===== config.mk =====
export PLATFORM = sky130hd
export DESIGN_NAME = vcd_config_space
export DESIGN_NICKNAME = d
export VERILOG_FILES = /design/src/core/vcd_pkg.sv /design/src/core/vcd_config_space.sv
export VERILOG_INCLUDE_DIRS = /design/src /design/src/core
export SDC_FILE = /design/constraint.sdc
export NUM_CORES = 1
export LEC_CHECK = 0
export BUFFER_PORTS_ARGS = -buffer_cell sky130_fd_sc_hd__buf_2
export CORE_MARGIN = 1
export CORE_UTILIZATION = 46
export CTS_BUF_LIST = sky130_fd_sc_hd__clkbuf_4
export DETAILED_ROUTE_END_ITERATION = 10
export PLACE_DENSITY = 0.78
export SLEW_MARGIN = 20
export SYNTH_ARGS = -nofsm -noshare
export SYNTH_HDL_FRONTEND = slang
export SYNTH_SLANG_ARGS = --single-unit

===== constraint.sdc =====
create_clock -name CLK -period 3.7 [get_ports CLK]
set_input_delay 1.11 -clock CLK [delete_from_list [all_inputs] [get_ports CLK]]
set_output_delay 1.11 -clock CLK [all_outputs]
set_load 0.02 [all_outputs]

===== src/core/vcd_defs.svh =====
// Constants of the configuration-space decoder.
// Notes on behaviour
// - A 64-byte configuration block in A16 space; only it is answered.
// - Address bits 13..6 match logical address, bits 15..14 high, bits 5..0 offset.
// - Block base is logical address times 40h plus C000h.
// - Word offsets run from 00h to 3Eh inclusive.
// - Switch value 255 selects dynamic addressing; otherwise switch is the address.
// - In dynamic mode the address sits in a write-only register loaded by host.
// - While address is 255, answer only with module select line asserted.
// - After a new address is written, decode it whatever module select does.
// - Provide identification, device type, status/control and window base registers.
// - Configuration registers take 16-bit transfers only.
// - Device type bits 15..12 report the required-memory code.
// - Code 0 means 8 Mbytes, each step halves, 15 means 256 bytes.
// - Window base is a 16-bit read/write register setting the A24 window.
// - Top m+1 window base bits give top m+1 operational address bits; code takes only bits 15..6, so for m above 9 bits 5..0 are ignored.
// - Identification is read-only: class bits 15..14 = 01, mode, maker code.
// - Addressing mode bits 13..12 read 00 for A24, 01 for A32.
// - Identification bits 11..0 return the fixed maker code.
// - Window base address is bits 15..6 shifted left by 8.
`ifndef VCD_DEFS_SVH
`define VCD_DEFS_SVH
`define VCD_OFS_IDENT 6'h00
`define VCD_OFS_DEVTYPE 6'h02
`define VCD_OFS_STATUS 6'h04
`define VCD_OFS_WBASE 6'h06
`define VCD_OFS_LAST 6'h3E
`define VCD_TOP_BITS 2'h3
`define VCD_LA_DYNAMIC 8'hFF
`define VCD_CLASS_EXT 2'h1
`define VCD_MODE_A24 2'h0
`define VCD_MODE_A32 2'h1
`define VCD_UNIMPL_DATA 16'hFFFF
`define VCD_STATUS_FILL 16'h3FF6
`define VCD_WBASE_RESET 16'h0000
`define VCD_A24_TOP_BIT 23
`define VCD_WBASE_SHIFT 8
`endif


===== src/core/vcd_pkg.sv =====
// Types of the configuration-space decoder.
package vcd_pkg;
   typedef struct packed {
      logic [2:0] sel_sync;
      logic sel;
      logic [7:0] la;
      logic la_written;
      logic [15:0] wbase;
      logic a24_enable;
      logic soft_reset;
      logic ack;
      logic [15:0] rdata;
   } vcd_state_t;
endpackage : vcd_pkg


===== src/core/vcd_config_space.sv =====
// Configuration-space register block of a register-based extended slave.
`include "vcd_defs.svh"
`timescale 1ns/1ps
`default_nettype none
module vcd_config_space
   import vcd_pkg::*;
#(
   parameter logic [3:0] REQ_MEM = 4'h9,
   parameter logic [1:0] ADDR_MODE = 2'h0,
   parameter logic [11:0] MAKER_ID = 12'h123,
   parameter logic [11:0] MODEL_CODE = 12'h001
) (
   // Clock and reset.
   input wire logic CLK,
   input wire logic RST_N,
   // Address straps and select line.
   input wire logic [7:0] LA_SWITCH,
   input wire logic MODULE_SELECT_LINE,
   // A16 access, one strobe cycle per transfer.
   input wire logic ACC_STB,
   input wire logic ACC_WR,
   input wire logic ACC_D16,
   input wire logic [15:0] ACC_ADDR,
   input wire logic [15:0] ACC_WDATA,
   output logic ACC_ACK,
   output logic [15:0] ACC_RDATA,
   // Operational window decode.
   input wire logic [23:0] OPS_ADDR,
   output logic OPS_HIT,
   output logic [23:0] OPS_BASE,
   output logic [7:0] LOGICAL_ADDR,
   output logic A24_ENABLE,
   output logic SOFT_RESET
);

   // ==========================================================================
   // State and decode signals.

   vcd_state_t r;
   vcd_state_t next_r;
   logic [7:0] cur_la;
   logic hit;
   logic [5:0] ofs;

   // ==========================================================================
   // Helpers.

   // Window size in bytes follows 2^(23-m).
   function automatic logic [23:0] win_mask(input logic [3:0] m);
      win_mask = 24'hFFFFFF >> (5'(m) + 5'h1);
   endfunction : win_mask

   // ==========================================================================
   // Address decode.

   // Logical address in force: switch, unless it reads all ones.
   always_comb begin
      cur_la = (LA_SWITCH == `VCD_LA_DYNAMIC) ? r.la : LA_SWITCH;
      ofs = ACC_ADDR[5:0];
      hit = ACC_STB && ACC_D16 && (ACC_ADDR[15:14] == `VCD_TOP_BITS)
         && (ACC_ADDR[13:6] == cur_la) && !ofs[0]
         && ((cur_la != `VCD_LA_DYNAMIC) || r.sel || r.la_written);
   end

   // ==========================================================================
   // Next state.

   always_comb begin
      next_r = r;
      next_r.sel_sync = {r.sel_sync[1:0], MODULE_SELECT_LINE};
      if (r.sel_sync[2] == r.sel_sync[1]) begin
         next_r.sel = r.sel_sync[1];
      end
      next_r.ack = hit;
      next_r.rdata = r.rdata;
      if (hit && !ACC_WR) begin
         case (ofs)
            `VCD_OFS_IDENT: next_r.rdata = {`VCD_CLASS_EXT, ADDR_MODE, MAKER_ID};
            `VCD_OFS_DEVTYPE: next_r.rdata = {REQ_MEM, MODEL_CODE};
            `VCD_OFS_STATUS: next_r.rdata = {r.a24_enable, !r.sel, 13'h0000, r.soft_reset}
               | `VCD_STATUS_FILL;
            `VCD_OFS_WBASE: next_r.rdata = r.wbase;
            default: next_r.rdata = `VCD_UNIMPL_DATA;
         endcase
      end
      if (hit && ACC_WR) begin
         case (ofs)
            `VCD_OFS_IDENT: begin
               if (LA_SWITCH == `VCD_LA_DYNAMIC) begin
                  next_r.la = ACC_WDATA[7:0];
                  next_r.la_written = 1'b1;
               end
            end
            `VCD_OFS_STATUS: begin
               next_r.a24_enable = ACC_WDATA[15];
               next_r.soft_reset = ACC_WDATA[0];
            end
            `VCD_OFS_WBASE: next_r.wbase = ACC_WDATA;
            default: next_r.wbase = r.wbase;
         endcase
      end
   end

   // ==========================================================================
   // State register.

   always_ff @(posedge CLK) begin
      if (!RST_N) begin
         r <= '0;
         r.la <= `VCD_LA_DYNAMIC;
         r.wbase <= `VCD_WBASE_RESET;
         r.rdata <= `VCD_UNIMPL_DATA;
      end else begin
         r <= next_r;
      end
   end

   // ==========================================================================
   // Outputs.

   always_comb begin
      ACC_ACK = r.ack;
      ACC_RDATA = r.rdata;
      LOGICAL_ADDR = cur_la;
      A24_ENABLE = r.a24_enable;
      SOFT_RESET = r.soft_reset;
      OPS_BASE = {r.wbase[15:6], 14'h0000} & ~win_mask(REQ_MEM);
      OPS_HIT = r.a24_enable && ((OPS_ADDR & ~win_mask(REQ_MEM)) == OPS_BASE);
   end
endmodule : vcd_config_space
`default_nettype wire


==> summary.md <==
| Metric | Value |
|---|---|
| Vias in the first global route | 2,119 |
| CTS HTree Levels | 2 |
| Synthesized area per cell | 8.71 um^2 |
| Count of unique library cells instantiated by Yosys | 39 |
| Kind of end point of the critical path | output port |
| Setup-failing EPs final | 0 |
| Final hold vios | 0 |
| Core area | 0.00561 mm^2 |
| Hold_buf cts | 0 |
| Drt pass-1 iters | 5 |
| Max FO, Critical Path | 5 |
| Final Skew | 15.1 ps |
| Startpoint types | input port |
| Post-synth EDFFs | 0 |
| Layout overhead on the synthesized area | 11.5% |
| Clk root buf | clkbuf_4 |
| Remaining Overflow, GRT | 0 |
| Pwr/cell area | 289 mW/mm^2 |
| Yosys top cell area share | 35.2% |
| GR Util All Layers | 19.7% |
| Per-cell routed wire length | 13.4 um |
| Initial antenna violation count | 0 |
| Setup_tns | 0 ps |
| Final HPWL DP | 4740 um |
| Post-synthesis sequential area ratio | 35.2% |
| Final nets | roughly 450 |
| HP Class | reg2reg |
| WL final | 6030 um |
| CP Class | in2out |
| Drc violations | 0 |
| Worst rel slew slack | 37.2% |
| Resized cells post-CTS | 0 |
| Status | completed |
| Full die area | ~0.0062 mm^2 |
| CTS clk-pin slew, worst paths | 120 ps |
| Worst skew pair latency | 360 ps |
| Post-CTS Repair Setup Buffers | 0 |
| CTS tree | done |
| Longest Clk Path Bufs | 2 |
| Pin slew with the least headroom to its limit | 941 ps |
| Diodes inserted | 0 |
| Top Ports | around 120 |
| Total CTS buffers | 5 |
| Minimum clock period | 3260 ps |
| Initial DRC Count | 134 |
| Drt via density | about 5.0 |
| DR vias | around 2,300 |
| Slew Limit Fails | 0 |
| Fin crit share | 88.0% |
| Fmax | 307 MHz |
| Yosys reg bits | 48 |
| Synth Warn # | 0 |
| Die Height | approximately 79 um |
| Proportion of layout cells with a drive suffix above 1 | a little under a third |
| Routability congestion estimate from global placement | 0.823 |
| Most area-consuming cells after synthesis | dfxtp_1, mux2i_1, buf_4 |
| R2R setup slack | 1310 ps |
| Initial Util | about half |
| Die W | 79.0 um |
| First-pass GRT wire length | 9650 um |
| Async SR Flop Fraction | 0% |
| RSZ-0062 raised after global routing | no |
| Leak | 1.24 nW |
| Max VDD drop | approximately 0.00016 V |
| CTS sink cnt | 48 |
| # rows | 27 |
| Port-buffer cells | 93 |
| Cell count after synthesis | around 310 |
| Post-Syn Area | between 0.002 and 0.003 mm^2 |
| Crit path DAT | ~2200 ps |
| DRT antenna net count | 0 |
| Max-cap viol count | 0 |
| Worst path required time | 2590 ps |
| Final Core Density | 54.2% |
| Cell taking the most area after synthesis | dfxtp_1 |
| Synth Flop Type | dfxtp_1 |
| Largest net degree at the start of global routing | 41 |
## metal layers
layer	part of all wire, %	vias up	GRT usage [%]
met1	45	1046	24.9
met5	0	-	0
met3	4.9	10	3.45
met2	49	74	33.2
met4	1.6	0	7.82
li1	-	1133	-
## layout make-up
| type | count | area (um^2) |
|---|---|---|
| tap | 72 | 90.1 |
| clock inverter | 1 | 5.00 |
| timing repair buffer | 98 | 503 |
| multi-input combinational | 218 | 1410 |
| clock buffer | 6 | 45.0 |
| fill | 546 | 2570 |
| inverter | 8 | 30.0 |
| sequential | 48 | 961 |
## state kept, by name, indices dropped and copies added, names as in the netlist
name and flops:
OPS_BASE 10, next_r 2, A24_ENABLE 1, r 17, SOFT_RESET 1, ACC_RDATA 16, ACC_ACK 1
## synth_stat cells (all sizes together), types with 2 or more instances
library cell  instances
a21oi                14
and2                  4
buf                  45
clkbuf                5
dfxtp                48
dlygate4sd3           2
inv                   8
mux2                  2
mux2i                40
nand2                43
nand2b                3
nand3                 6
nand4                 8
nand4b                2
nor2                 37
nor4                  6
o21a                  3
o21ai                 4
o31a                  2
o41a                  2
o41ai                 2
xnor2                16
xor2                  2
## report_power, final
part	switching (W)	leakage, nW	internal, W
logic	0.0000776	0.822	0.0000461
registers	0.000000429	0.388	0.000518
clock network	0.000158	0.0315	0.0000777
total	0.000236	1.24	0.000642
## cell usage in the layout (no fill, tap or decap), types with 2 or more instances in the layout
cell type	instances
buf_2	93
dfxtp_1	48
nand2_1	43
mux2i_1	40
nor2_1	37
xnor2_1	16
a21oi_1	14
conb_1	14
inv_1	8
clkbuf_4	6
nand4_1	5
buf_4	5
nand3_1	4
and2_1	4
nand4_2	3
nand2b_1	3
o21a_1	3
nor4_1	3
o21ai_0	3
nand4b_1	2
o41ai_1	2
o41a_1	2
nand3_2	2
xor2_1	2
nor4_4	2
mux2_1	2
## worst max-delay path, cell delays in order
cell and delay (ps):
buf_2 130, nand4_2 170, o41ai_1 460, inv_1 90, buf_2 180
## stage by stage
stage	power, W	hold WS (ps)	std cells	setup slack (ps)	instance area, um^2
3_5_place_dp	0.000653	423	444	323	2990
3_3_place_gp	0.000650	415	444	391	2990
6_report	0.000878	449	451	444	3040
5_1_grt	0.000919	460	451	266	3040
4_1_cts	0.000881	455	451	464	3040
2_1_floorplan	0.000613	412	326	537	2780
## worst paths after layout
kind / from / end / depth (start not counted)
max: LA_SWITCH[1] / LOGICAL_ADDR[3] / 5
min: next_r[46]$_SDFF_PN0_ / next_r[47]$_SDFF_PN0_ / 1
max reg2reg: r[39]$_SDFFE_PN1P_ / ACC_RDATA[10]$_SDFFE_PN1P_ / 6
min reg2reg: next_r[46]$_SDFF_PN0_ / next_r[47]$_SDFF_PN0_ / 1
## kinds of logic (layout without fill, tap and decap cells)
logic type             after synthesis  count (layout)  synth area share, %
AO/OA/AOI/OAI                       29              29                 6.88
XOR/XNOR                            18              18                 5.78
buffers and inverters               60             113                 15.2
flip-flops                          48              48                 35.2
multiplexers                        42              42                 15.5
other                                1              14                0.137
AND/OR/NAND/NOR                    115             115                 21.2
No activity file was read; power rests on OpenSTA's default activity.
